<file path="src/design/rc_pkg.sv">
// Purpose: constants and types for the ratiometric reference converter control block
// Assumes: 8-bit register port, one clock at 100 MHz
// Notes: register indices are byte offsets on the plain register port
//
// Overview of operation
// [RQ1] converter powers up only while enable bit 7 of control register is set
// [RQ2] five-bit level field in bits 4..0 of level register picks one of 32 levels
// [RQ3] enabled output is bottom source plus span times level over 2^5, bottom is ground
// [RQ4] disabled: low-power select 1 and level 11111 gives top; 0 and 00000 gives bottom
// [RQ5] positive source select bit 2 ties ladder top to reference pin, else supply
// [RQ6] bit 5 routes output to pin a, bit 4 to pin b; clear disconnects
// [RQ7] a pin carrying the reference loses its digital driver and input detector
// [RQ8] digital read of a pin carrying the reference always returns 0
// [RQ9] waking from sleep leaves every control register bit unchanged
// [RQ10] any reset disables converter, removes pin outputs, clears level field
// [RQ11] unimplemented bits ignore writes and read as zero
// [RQ12] converter output offered to comparator positive input and converter channel
// [RQ13] software should disable the reference before sleep to save current
// [RQ14] writes land on the clock edge; ladder outputs follow one cycle later
package rc_pkg;
    localparam int RC_ADDR_W = 2;
    localparam logic [RC_ADDR_W-1:0] RC_ADDR_CONTROL = 2'h0;
    localparam logic [RC_ADDR_W-1:0] RC_ADDR_LEVEL = 2'h1;
    localparam logic [RC_ADDR_W-1:0] RC_ADDR_AUX = 2'h2;
    localparam int RC_ENABLE_BIT = 7;
    localparam int RC_PIN_A_OE_BIT = 5;
    localparam int RC_PIN_B_OE_BIT = 4;
    localparam int RC_POS_SRC_BIT = 2;
    localparam int RC_LPS_BIT = 0;
    localparam int RC_LEVEL_W = 5;
    localparam int RC_PIN_COUNT = 2;
    localparam logic [7:0] RC_CONTROL_MASK = 8'hB4;
    localparam logic [7:0] RC_LEVEL_MASK = 8'h1F;
    localparam logic [7:0] RC_AUX_MASK = 8'h01;
    localparam logic [7:0] RC_CONTROL_RESET = 8'h00;
    localparam logic [7:0] RC_LEVEL_RESET = 8'h00;
    localparam logic [7:0] RC_AUX_RESET = 8'h00;
    localparam logic [RC_LEVEL_W-1:0] RC_LEVEL_FULL = 5'h1F;
    localparam logic [RC_LEVEL_W-1:0] RC_LEVEL_ZERO = 5'h00;

    typedef enum logic [1:0] {
        RC_MODE_FLOAT,
        RC_MODE_TAP,
        RC_MODE_TOP,
        RC_MODE_BOTTOM
    } rc_mode_type;
endpackage : rc_pkg

</file>
<file path="src/design/rc_ctrl.sv">
// Purpose: control logic for a 5-bit ratiometric reference converter
// Assumes: plain register port with one-cycle strobes; pins are asynchronous
// Notes: analog ladder is steered by registered switch controls only
//
// Local design decisions: the placing of the registers and the strobed register port.
`timescale 1ns/100ps
`default_nettype none
module rc_ctrl
    import rc_pkg::*;
(
    input wire logic CLK,
    input wire logic RST_N,
    input wire logic [RC_ADDR_W-1:0] ADDR,
    input wire logic [7:0] WDATA,
    input wire logic WR,
    input wire logic RD,
    output logic [7:0] RDATA,
    output logic LADDER_POWER,
    output logic [RC_LEVEL_W-1:0] LADDER_LEVEL,
    output logic LADDER_TOP_VREF,
    output logic TAP_CONNECT,
    output logic TAP_FORCE_TOP,
    output logic TAP_FORCE_BOTTOM,
    output logic REF_INT_VALID,
    input wire logic [RC_PIN_COUNT-1:0] PORT_OUT,
    input wire logic [RC_PIN_COUNT-1:0] PORT_OE,
    output logic [RC_PIN_COUNT-1:0] PORT_RD,
    input wire logic [RC_PIN_COUNT-1:0] PAD_IN,
    output logic [RC_PIN_COUNT-1:0] PAD_OUT,
    output logic [RC_PIN_COUNT-1:0] PAD_OE,
    output logic [RC_PIN_COUNT-1:0] PAD_IE,
    output logic [RC_PIN_COUNT-1:0] PAD_ANALOG
);
    logic [7:0] control_reg;
    logic [7:0] level_reg;
    logic [7:0] aux_reg;
    logic [7:0] next_control_reg;
    logic [7:0] next_level_reg;
    logic [7:0] next_aux_reg;
    logic [7:0] next_rdata;
    logic conv_enable;
    logic low_power_state_select;
    logic pos_source_select;
    logic [RC_LEVEL_W-1:0] level_select;
    logic [RC_PIN_COUNT-1:0] pin_ref_sel;
    logic [RC_PIN_COUNT-1:0] pad_in_sync;
    rc_mode_type mode;
    rc_mode_type next_mode;
    logic next_tap_connect;
    logic next_tap_force_top;
    logic next_tap_force_bottom;

    assign conv_enable = control_reg[RC_ENABLE_BIT];
    assign pos_source_select = control_reg[RC_POS_SRC_BIT];
    assign low_power_state_select = aux_reg[RC_LPS_BIT];
    assign level_select = level_reg[RC_LEVEL_W-1:0];
    // index 0 is pin a, index 1 is pin b
    assign pin_ref_sel[0] = control_reg[RC_PIN_A_OE_BIT];
    assign pin_ref_sel[1] = control_reg[RC_PIN_B_OE_BIT];

    // register file: only writes and reset change it, so a sleep wake-up cannot disturb it
    always_comb begin
        next_control_reg = control_reg;
        next_level_reg = level_reg;
        next_aux_reg = aux_reg;
        if (WR) begin
            if (ADDR == RC_ADDR_CONTROL) begin
                next_control_reg = WDATA & RC_CONTROL_MASK; // RQ11
            end else if (ADDR == RC_ADDR_LEVEL) begin
                next_level_reg = WDATA & RC_LEVEL_MASK; // RQ11
            end else if (ADDR == RC_ADDR_AUX) begin
                next_aux_reg = WDATA & RC_AUX_MASK; // RQ11
            end
        end
    end

    always_ff @(posedge CLK or negedge RST_N) begin
        if (!RST_N) begin
            control_reg <= RC_CONTROL_RESET; // RQ10
            level_reg <= RC_LEVEL_RESET; // RQ10
            aux_reg <= RC_AUX_RESET;
        end else begin
            control_reg <= next_control_reg; // RQ9
            level_reg <= next_level_reg; // RQ2
            aux_reg <= next_aux_reg;
        end
    end

    // read data stand for exactly one cycle after the strobe; unmapped reads give zero
    always_comb begin
        next_rdata = 8'h00;
        if (RD) begin
            if (ADDR == RC_ADDR_CONTROL) begin
                next_rdata = control_reg;
            end else if (ADDR == RC_ADDR_LEVEL) begin
                next_rdata = level_reg;
            end else if (ADDR == RC_ADDR_AUX) begin
                next_rdata = aux_reg;
            end
        end
    end

    always_ff @(posedge CLK or negedge RST_N) begin
        if (!RST_N) begin
            RDATA <= 8'h00;
        end else begin
            RDATA <= next_rdata;
        end
    end

    // ladder steering: tap, forced end, or floating when no case applies
    always_comb begin
        next_mode = RC_MODE_FLOAT;
        if (conv_enable) begin
            next_mode = RC_MODE_TAP; // RQ3
        end else if (low_power_state_select && level_select == RC_LEVEL_FULL) begin
            next_mode = RC_MODE_TOP; // RQ4
        end else if (!low_power_state_select && level_select == RC_LEVEL_ZERO) begin
            next_mode = RC_MODE_BOTTOM; // RQ4
        end
    end

    // at most one switch control; none set leaves the node floating
    always_comb begin
        next_tap_connect = 1'b0;
        next_tap_force_top = 1'b0;
        next_tap_force_bottom = 1'b0;
        case (next_mode)
            RC_MODE_TAP: begin
                next_tap_connect = 1'b1;
            end
            RC_MODE_TOP: begin
                next_tap_force_top = 1'b1;
            end
            RC_MODE_BOTTOM: begin
                next_tap_force_bottom = 1'b1;
            end
            default: begin
            end
        endcase
    end

    // outputs lag the register by one cycle; the ladder switches see a clean edge
    always_ff @(posedge CLK or negedge RST_N) begin
        if (!RST_N) begin
            mode <= RC_MODE_FLOAT;
            LADDER_POWER <= 1'b0;
            LADDER_LEVEL <= RC_LEVEL_ZERO;
            LADDER_TOP_VREF <= 1'b0;
            TAP_CONNECT <= 1'b0;
            TAP_FORCE_TOP <= 1'b0;
            TAP_FORCE_BOTTOM <= 1'b0;
            REF_INT_VALID <= 1'b0;
        end else begin
            mode <= next_mode;
            LADDER_POWER <= conv_enable; // RQ1 RQ14
            LADDER_LEVEL <= level_select; // RQ2 RQ14
            LADDER_TOP_VREF <= pos_source_select; // RQ5
            TAP_CONNECT <= next_tap_connect; // RQ3
            TAP_FORCE_TOP <= next_tap_force_top; // RQ4
            TAP_FORCE_BOTTOM <= next_tap_force_bottom; // RQ4
            // comparator and converter channel muxes may use the node whenever it is driven
            REF_INT_VALID <= (next_mode != RC_MODE_FLOAT); // RQ12
        end
    end

    rc_sync #(
        .WIDTH(RC_PIN_COUNT)
    ) u_pad_sync (
        .clk(CLK),
        .rst_n(RST_N),
        .async_in(PAD_IN),
        .sync_out(pad_in_sync)
    );

    genvar gi;
    generate
        for (gi = 0; gi < RC_PIN_COUNT; gi++) begin : g_pin
            rc_pin u_pin (
                .clk(CLK),
                .rst_n(RST_N),
                .ref_sel(pin_ref_sel[gi]), // RQ6
                .port_out(PORT_OUT[gi]),
                .port_oe(PORT_OE[gi]),
                .pad_in_sync(pad_in_sync[gi]),
                .pad_out(PAD_OUT[gi]),
                .pad_oe(PAD_OE[gi]),
                .pad_ie(PAD_IE[gi]),
                .port_rd(PORT_RD[gi]),
                .analog_sel(PAD_ANALOG[gi])
            );
        end
    endgenerate

    logic wr_control;
    logic wr_level;
    assign wr_control = WR && (ADDR == RC_ADDR_CONTROL);
    assign wr_level = WR && (ADDR == RC_ADDR_LEVEL);
endmodule : rc_ctrl
`default_nettype wire

</file>
<file path="src/design/rc_pin.sv">
// Purpose: per-pin override of the digital buffers while the reference is routed out
// Assumes: pad_in_sync already passed the synchroniser
// Notes: all outputs registered, so they move one cycle after the select
`timescale 1ns/100ps
`default_nettype none
module rc_pin
    import rc_pkg::*;
(
    input wire logic clk,
    input wire logic rst_n,
    input wire logic ref_sel,
    input wire logic port_out,
    input wire logic port_oe,
    input wire logic pad_in_sync,
    output logic pad_out,
    output logic pad_oe,
    output logic pad_ie,
    output logic port_rd,
    output logic analog_sel
);
    logic next_pad_out;
    logic next_pad_oe;
    logic next_pad_ie;
    logic next_port_rd;

    always_comb begin
        next_pad_out = port_out;
        next_pad_oe = port_oe;
        next_pad_ie = 1'b1;
        next_port_rd = pad_in_sync;
        if (ref_sel) begin
            // driver and threshold detector off so the analog level is not loaded
            next_pad_out = 1'b0; // RQ7
            next_pad_oe = 1'b0; // RQ7
            next_pad_ie = 1'b0; // RQ7
            next_port_rd = 1'b0; // RQ8
        end
    end

    always_ff @(posedge clk or negedge rst_n) begin
        if (!rst_n) begin
            pad_out <= 1'b0;
            pad_oe <= 1'b0;
            pad_ie <= 1'b1;
            port_rd <= 1'b0;
            analog_sel <= 1'b0;
        end else begin
            pad_out <= next_pad_out;
            pad_oe <= next_pad_oe;
            pad_ie <= next_pad_ie;
            port_rd <= next_port_rd;
            analog_sel <= ref_sel; // RQ6
        end
    end
endmodule : rc_pin
`default_nettype wire

</file>
<file path="src/design/rc_sync.sv">
// Purpose: two-stage synchroniser for pin levels
// Assumes: inputs are asynchronous levels
// Notes: the first stage feeds only the second
`timescale 1ns/100ps
`default_nettype none
module rc_sync #(
    parameter int WIDTH = 2
) (
    input wire logic clk,
    input wire logic rst_n,
    input wire logic [WIDTH-1:0] async_in,
    output logic [WIDTH-1:0] sync_out
);
    logic [WIDTH-1:0] stage1;

    always_ff @(posedge clk or negedge rst_n) begin
        if (!rst_n) begin
            stage1 <= '0;
            sync_out <= '0;
        end else begin
            stage1 <= async_in;
            sync_out <= stage1;
        end
    end
endmodule : rc_sync
`default_nettype wire

</file>
<file path="config.mk">
export PLATFORM = sky130hd
export DESIGN_NAME = rc_ctrl
export DESIGN_NICKNAME = d
export VERILOG_FILES = /design/src/design/rc_pkg.sv /design/src/design/rc_ctrl.sv /design/src/design/rc_pin.sv /design/src/design/rc_sync.sv
export SDC_FILE = /design/constraint.sdc
export NUM_CORES = 1
export LEC_CHECK = 0
export ABC_CLOCK_PERIOD_IN_PS = 1900
export BUFFER_PORTS_ARGS = -buffer_cell sky130_fd_sc_hd__buf_2
export CORE_AREA = 2 2 57 59
export CTS_BUF_LIST = sky130_fd_sc_hd__clkbuf_16
export DETAILED_ROUTE_END_ITERATION = 10
export DIE_AREA = 0 0 59 61
export PLACE_DENSITY = 0.79
export SKIP_LAST_GASP = 1
export SLEW_MARGIN = 30
export SYNTH_ARGS = -nofsm -noshare
export SYNTH_HDL_FRONTEND = slang
export SYNTH_SLANG_ARGS = --single-unit
</file>
<file path="constraint.sdc">
create_clock -name CLK -period 1.9 [get_ports CLK]
set_clock_uncertainty 0.1 [all_clocks]
set_input_delay 0.285 -clock CLK [delete_from_list [all_inputs] [get_ports CLK]]
set_output_delay 0.285 -clock CLK [all_outputs]
set_load 0.02 [all_outputs]
</file>
# After elaboration in Yosys (flattened, before gate mapping)
# Cells that the tools add are included.
# classes
eq_ne,6
mux,18
bitwise,2
reduce_logical,9
# ops
cell,count
$mux 8,2
$mux 1,12
$eq 2x2->1 const B,3
$mux 2,3
$eq 5x5->1 const B,1
$logic_not 5->1,1
$mux 5,1
$eq 2x1->1 const B,2
$reduce_and 4->1,1
$reduce_and 3->1,1
$logic_and 1x1->1,2
$logic_not 2->1,1
$not 1->1,2
$reduce_and 2->1,1
$reduce_bool 2->1,1
$logic_not 1->1,1
# word_totals
reg_bits,43
in_bits,20
out_inout_bits,29
word_cells,58

# Longest topological paths before layout
# Gate-level depths: netlist of the first run.
# logic_depth
depth_word,7
depth_mapped,4
ltp_nobuf,3

# Hierarchy
# Synthesis of the first run repeated with hierarchy kept, for this count alone.
# hier_totals
cells_unflattened,90
hier_area_um2,1392.6
# by_module_without_submodules
module,instances,cells_each,area_each_um2,seq_area_each_um2
rc_ctrl,1,68,994.7,700.7
rc_pin,2,9,148.9,126.4
rc_sync,1,4,100.1,100.1

# Least setup slack after synthesis of the first run
# Ideal clock, no wire load.
# synth_path
kind,input to register
from,in ADDR[0]
to,reg level_reg[0]
setup_ps,125
arrival_ps,1018
t_required_ps,1675
slack_ps,657
cell_stages,4
path_buffers,1
cell_sequence,buf_6 and2b_2 nand2_4 mux2_2
# synth_via
elab_chain_cells,3
word_cells_on_any_way,4
# synth_rtl
element,line,source
start: declaration,rc_ctrl.sv:13,"input wire logic [RC_ADDR_W-1:0] ADDR,"
$logic_not 2->1,-,
$not 1->1 (no line),-,
$reduce_and 3->1 (no line) (*),-,
end signal: assignment,rc_ctrl.sv:84,level_reg <= next_level_reg;
end: declaration,rc_ctrl.sv:35,logic [7:0] level_reg;
# Every way passes the cells marked *; elsewhere a longest branch is shown, timed or not.
# A chain may end at the register's enable or synchronous reset.

# Final worst setup path of the first run
# layout_path
from,reg g_pin[1].u_pin.pad_ie
to,out PAD_IE[1]
# layout_lines
element,line,source
start: declaration,rc_pin.sv:17,"output logic pad_ie,"
start signal: assignment,rc_pin.sv:50,pad_ie <= next_pad_ie;
end: declaration,rc_ctrl.sv:31,"output logic [RC_PIN_COUNT-1:0] PAD_IE,"
# No word-level cell between the ends.

==> metrics.yaml, run 1 <==
global_routing:
  track_usage_pct: 16.3
  grt_pass1_wl_um: 3910
  antenna_found_initial: 0
  grt_overflow: 0
  grt_pass1_vias: 874
  grt_max_degree: 23
placed_design:
  post-place-ws_ns: 0.489
  gp_congestion: 0.757
  port_buffers: 46
  hpwlAfterDp_um: 1840
logic_synthesis:
  synth.distinct_cells: 24
  synth_flop_cell: "dfrtp_1"
  ys_seq_elements: 42
  synthTopCellsByCount: "40 x dfrtp_1, 11 x buf_4, 9 x nor2b_1"
  synth_top_area_share_pct: 67.6
  netlist_area_sq_um: 1480
  synth_edf_count: 0
  syn_inst: 103
  synth_warnings: 0
  synth.most_common_cell: "dfrtp_1"
  ys_seq_area_share_pct: 71.1
  synth_async_sr_flop_share_pct: 100
  synthesis.nets: 123
  syn_avg_cell_area_sq_um: 14.4
  synthTopCellsByArea: "dfrtp_1 68%, mux2_2 6.1%, buf_4 5.6%"
  yosys.area.top_type: "dfrtp_1"
clock_tree:
  ctsResizeCount: 0
  clk_pin_slew_worst_paths_ns: 0.05
  clock_sinks: 42
  cts_buffer_depth: 2
  cts_root_buf: "clkbuf_16"
  cts_tree: "yes"
  cts_buffers: 5
  clkLatencyLatePin_ns: 0.28
  htree_levels: 2
critical_path:
  crit_fanout: 1
  r2r_slack_ns: 0.88
  worst-path-buf-inv: 1
  reg2reg_to: "REF_INT_VALID"
  path_cells: "buf_2"
  cp_slowest_cell: "dfstp_2"
  critPathArrivalTime_ns: 0.95
  reg2regPathDepth: 3
  crit_path_max_incr_delay_ns: 0.52
  crit_type: "flip-flop to output port"
  worstPathRequired_ns: 1.51
  cp.depth: 1
  critPathTopFamily: "flip-flops"
  critPathCaptureType: "output port"
  start_kind: "flip-flop"
  r2r_start: "level_reg[1]"
pwr:
  leakagePower_nw: 0.952
  p_int_mw: 1.75
  p_sw_mw: 0.574
  power.share.sequential_pct: 46.9
  powerDensity_nw_per_um2: 1260
  vdd_drop_max_mv: 0.872
  pwr-share-clk_pct: 39.2
  combPwrFrac_pct: 13.8
  fin_total_pwr_mw: 2.32
  switching_share_pct: 24.7
final_layout:
  largest_reg_flops: 7
  final_net_count: 165
  fillers: 238
  utilization_pct: 62.6
  antenna_cells: 0
  area_delta_synth_final_pct: 24.7
  drive_above_1_share_pct: 45.2
min_path:
  hp-start: "PAD_IN[0]"
  whs_endpoint: "u_pad_sync.stage1[0]"
  min_path_cells: 1
  hold_class: "input port to flip-flop"
timing:
  slew_viol_final: 0
  fmax_mhz: 749
  hold_viol_final: 0
  fin_crit_ns: 1.33
  fin_hold_ws_ns: 0.00934
  fin_crit_sh_pct: 70.2
  postLayoutSetupSlackWorst_ns: 0.566
  fin_tns_setup_ns: 0
  rsz0062_at_grt: "no"
  setup_viol: 0
drt:
  route.vias.total: 855
  ant_nets: 0
  drc: 0
  drt-pass1-iter-count: 4
  routed_wl_um: 2540
  drt_iter0_markers: 15
  wl_per_cell_um: 14.2
  vias_per_cell: 4.78
floorplanning:
  rows: 20
  core_sq_um: 2950
  start_util_pct: 50.2
  die_y_um: 61
  dieArea_sq_um: 3600
  io_pins: 49
  fp.dieW_um: 59
job:
  cap_violations: 0
run_status:
  status: "completed"
==> worst max-delay path by stage <==
stage                                     start             end  slack (ns)
final                     g_pin[1].u_pin.pad_ie       PAD_IE[1]        0.57
after global routing      g_pin[1].u_pin.pad_ie       PAD_IE[1]        0.53
after CTS                 g_pin[1].u_pin.pad_ie       PAD_IE[1]        0.55
after detailed placement                ADDR[0]  control_reg[7]        0.49
after global placement                  ADDR[0]  control_reg[2]        0.51
after floorplan                         ADDR[0]    level_reg[0]        0.66
==> layout by cell type (no fill, tap or decap), drive strengths merged, types with 3 or more instances in the layout <==
master / n
nor2: 6
o21ai: 3
inv: 4
clkbuf: 5
buf: 47
nand2: 5
nor2b: 9
dfrtp: 40
mux2: 8
==> kinds of logic (layout without fill, tap and decap cells) <==
group | after synthesis | after routing | share of synthesized area (%)
AOI/OAI and AO/OA | 5 | 5 | 1.94
DFF | 42 | 42 | 71.1
buffers and inverters | 15 | 58 | 7.09
muxes | 10 | 10 | 7.43
other | 1 | 1 | 0.253
and+or+nand+nor | 30 | 30 | 12.2
==> layer usage <==
layer  share of wire, %  vias to the layer above  GRT usage, %
li1                   -                      409             -
met1                 39                      413          17.3
met2                 51                       28          26.2
met3                7.3                        5          8.74
met4                2.2                        0          8.77
met5                  0                        -             0
==> timing repair <==
action                    in CTS  in global routing
hold endpoints to repair      20                  0
buffers inserted               0                  0
hold buffers                   1                  0
==> layout make-up <==
cell class                      instances  area [sq um]  share of cell area (%)
Clock buffer                            5           125                    6.77
Clock inverter                          3          37.5                    2.03
Inverter                                2          7.51                   0.406
Multi-Input combinational cell         46           323                    17.5
Sequential cell                        42          1050                    57.0
Tap cell                               33          41.3                    2.23
Timing Repair Buffer                   48           260                    14.1
==> power groups by stage <==
stage	sequential, mW	clock [mW]	combinational (mW)
2_1_floorplan	1.15	0	0.175
3_3_place_gp	1.10	0	0.314
3_5_place_dp	1.11	0	0.325
4_1_cts	1.09	0.935	0.328
5_1_grt	1.11	0.969	0.349
6_report	1.09	0.912	0.321
==> metrics by stage <==
step | instances | area [sq um]
after floorplan | 103 | 1480
after global placement | 170 | 1680
after detailed placement | 170 | 1680
after CTS | 179 | 1850
after global routing | 179 | 1850
final | 179 | 1850
Note: power is estimated with default switching activity, not from simulation.
==> run 2, diff against run 1 <==
ABC_AREA = 1   (was not set)
ABC_CLOCK_PERIOD_IN_PS = 1150   (was 1900)
CORE_AREA = 2 2 62 64   (was 2 2 57 59)
DIE_AREA = 0 0 64 66   (was 0 0 59 61)
PLACE_DENSITY = 0.71   (was 0.79)
clock period = 1.15 ns   (was 1.9 ns; I/O delays follow)
==> metrics.yaml, run 2 <==
critical_path:
  r2r_start: "level_reg[2]"  # was level_reg[1]
  r2r_slack_ns: 0.14  # was 0.88 ns
  reg2regPathDepth: 4  # was 3
  worst-path-buf-inv: 1  # unchanged
  crit_path_max_incr_delay_ns: 0.52  # about the same
  crit_fanout: 1  # unchanged
  critPathTopFamily: "flip-flops"  # unchanged
  cp_slowest_cell: "dfstp_2"  # unchanged
  reg2reg_to: "TAP_FORCE_TOP"  # was REF_INT_VALID
  critPathCaptureType: "output port"  # unchanged
  crit_type: "flip-flop to output port"  # unchanged
  start_kind: "flip-flop"  # unchanged
  cp.depth: 1  # unchanged
  worstPathRequired_ns: 0.88  # was 1.51 ns
  crit_path_start: "g_pin[1].u_pin.pad_ie"  # unchanged
  path_cells: "buf_6"  # was buf_2
  critPathArrivalTime_ns: 0.90  # was 0.95 ns
drt:
  drt_iter0_markers: 57  # was 15
  route.vias.total: 997  # was 855
  drc: 0  # unchanged
  routed_wl_um: 2490  # was 2540 um
  wl_per_cell_um: 10.7  # was 14.2 um
  vias_per_cell: 4.28  # was 4.78
  ant_nets: 0  # unchanged
  drt-pass1-iter-count: 4  # unchanged
global_routing:
  grt_pass1_wl_um: 4370  # was 3910 um
  track_usage_pct: 14.4  # was 16.3%
  grt_max_degree: 30  # was 23
  grt_pass1_vias: 974  # was 874
  antenna_found_initial: 0  # unchanged
  grt_overflow: 0  # unchanged
min_path:
  whs_endpoint: "g_pin[0].u_pin.pad_out"  # was u_pad_sync.stage1[0]
  hp-start: "PORT_OUT[0]"  # was PAD_IN[0]
  min_path_cells: 3  # was 1
  hold_class: "input port to flip-flop"  # unchanged
clock_tree:
  clock_sinks: 42  # unchanged
  postCtsSetupRepairBufs: 0  # unchanged
  cts_tree: "yes"  # unchanged
  cts_buffer_depth: 2  # unchanged
  cts_buffers: 5  # unchanged
  clk_pin_slew_worst_paths_ns: 0.05  # about the same
  cts_root_buf: "clkbuf_16"  # unchanged
  htree_levels: 2  # unchanged
  clkLatencyLatePin_ns: 0.28  # about the same
pwr:
  power.share.sequential_pct: 49.4  # was 46.9%
  leakagePower_nw: 1.07  # was 0.952 nW
  powerDensity_nw_per_um2: 1840  # was 1260 nW/um^2
  combPwrFrac_pct: 14.6  # was 13.8%
  pwr-share-clk_pct: 36.0  # was 39.2%
  fin_total_pwr_mw: 3.57  # was 2.32 mW
  p_int_mw: 2.64  # was 1.75 mW
  vdd_drop_max_mv: 1.02  # was 0.872 mV
  switching_share_pct: 26.0  # was 24.7%
  p_sw_mw: 0.927  # was 0.574 mW
logic_synthesis:
  ys_seq_area_share_pct: 70.1  # was 71.1%
  synth_edf_count: 0  # unchanged
  syn_inst: 136  # was 103
  syn_avg_cell_area_sq_um: 11.0  # was 14.4 sq um
  synth_warnings: 0  # unchanged
  netlist_area_sq_um: 1500  # was 1480 sq um
  synth.distinct_cells: 15  # was 24
  synthTopCellsByArea: "dfrtp_1 67%, nand2_1 7.0%, buf_4 5.5%"  # was dfrtp_1 68%, mux2_2 6.1%, buf_4 5.6%
  ys_seq_elements: 42  # unchanged
  synthesis.nets: 156  # was 123
  synth_flop_cell: "dfrtp_1"  # unchanged
  synth_async_sr_flop_share_pct: 100  # unchanged
  synth_top_area_share_pct: 66.6  # was 67.6%
  synth.most_common_cell: "dfrtp_1"  # unchanged
  synthTopCellsByCount: "40 x dfrtp_1, 28 x nand2_1, 17 x nor2_1"  # was 40 x dfrtp_1, 11 x buf_4, 9 x nor2b_1
  yosys.area.top_type: "dfrtp_1"  # unchanged
run_status:
  status: "finished, violations left"  # was completed
  violations: "negative setup slack"
placed_design:
  hpwlAfterDp_um: 1790  # was 1840 um
  port_buffers: 46  # unchanged
  post-place-ws_ns: 0.129  # was 0.489 ns
  gp_congestion: 0.743  # was 0.757
timing:
  fin_hold_ws_ns: 0.00868  # was 0.00934 ns
  setup_viol: 2  # was 0
  slew_viol_final: 0  # unchanged
  fmax_mhz: 850
  fin_crit_ns: 1.18
  rsz0062_at_grt: "yes"  # was no
  hold_viol_final: 0  # unchanged
  postLayoutSetupSlackWorst_ns: -0.0263  # was 0.566 ns
  fin_crit_sh_pct: 102
floorplanning:
  start_util_pct: 42.3  # was 50.2%
  dieArea_sq_um: 4220  # was 3600 sq um
  fp.dieW_um: 64  # was 59 um
  core_sq_um: 3550  # was 2950 sq um
  io_pins: 49  # unchanged
  rows: 22  # was 20
  die_y_um: 66  # was 61 um
final_layout:
  final_net_count: 204  # was 165
  final_cell_mix: "44 x buf_2, 40 x dfrtp_1, 28 x nand2_1"  # was 46 x buf_2, 40 x dfrtp_1, 9 x nor2b_1
  final_common_cell: "buf_2"  # unchanged
  fillers: 311  # was 238
  multi_input_area_sq_um: 303  # was 323 sq um
  area_delta_synth_final_pct: 29.0  # was 24.7%
  drive_above_1_share_pct: 34.1  # was 45.2%
  antenna_cells: 0  # unchanged
  ff_latch_area_sq_um: 1050  # unchanged
  largest_reg_flops: 7  # unchanged
job:
  cap_violations: 0  # unchanged
[run 2: cells by family (layout without fill, tap and decap cells)]
group	count (synthesis)	after routing	share of synthesized area, %
AND/OR/NAND/NOR	57	57	16.5
flip-flops	42	42	70.1
buffers and inverters	28	77	9.74
AO/OA/AOI/OAI	8	8	3.41
other	1	1	0.250
[run 2: how the worst max path moves through the flow]
| stage | endpoint | slack, ns |
|---|---|---|
| final | PAD_IE[1] | -0.03 |
| after global placement | control_reg[2] | 0.14 |
| after CTS | PAD_IE[1] | -0.04 |
| after global routing | PAD_IE[1] | -0.07 |
| after floorplan | TAP_FORCE_TOP | 0.24 |
| after detailed placement | TAP_FORCE_TOP | 0.13 |
[run 2: metal layers]
layer  vias to the layer above  wire [um]  track usage [%]
li1                        496          -                -
met1                       460       1140             17.3
met2                        35       1120             21.4
met3                         6        179             6.98
met4                         0         46             7.34
met5                         -          0                0
[run 2: timing repair]
| action | in CTS | in global routing |
|---|---|---|
| hold buffers | 6 | 0 |
| hold endpoints to repair | 47 | 0 |
| endpoints found under the setup margin | 2 | 2 |
| resized for setup | 4 | 0 |
| pin swaps | 0 | 0 |
[run 2: cell type report]
| cell class | count | area share (%) |
|---|---|---|
| Tap cell | 48 | 3.10 |
| Timing Repair Buffer | 53 | 16.7 |
| Sequential cell | 42 | 54.4 |
| Inverter | 16 | 3.10 |
| Clock inverter | 3 | 0.710 |
| Clock buffer | 5 | 6.46 |
| Multi-Input combinational cell | 66 | 15.6 |
[run 2: stage by stage]
stage               instance area (sq um)  setup TNS, ns  util, %  cells
floorplan                            1500              0        -    136
global placement                     1730              0     48.6    219
detailed placement                   1730              0     48.6    219
CTS                                  1940        -0.0774     54.6    233
global route                         1940         -0.124     54.6    233
finish                               1940        -0.0505     54.6    233
[run 2: power groups by stage]
| stage | Combinational (mW) | Clock [mW] | Sequential (mW) |
|---|---|---|---|
| after global placement | 0.494 | 0 | 1.78 |
| after global routing | 0.579 | 1.41 | 1.78 |
| after CTS | 0.529 | 1.32 | 1.76 |
| after detailed placement | 0.499 | 0 | 1.78 |
| after floorplan | 0.270 | 0 | 1.86 |
| final | 0.521 | 1.29 | 1.76 |
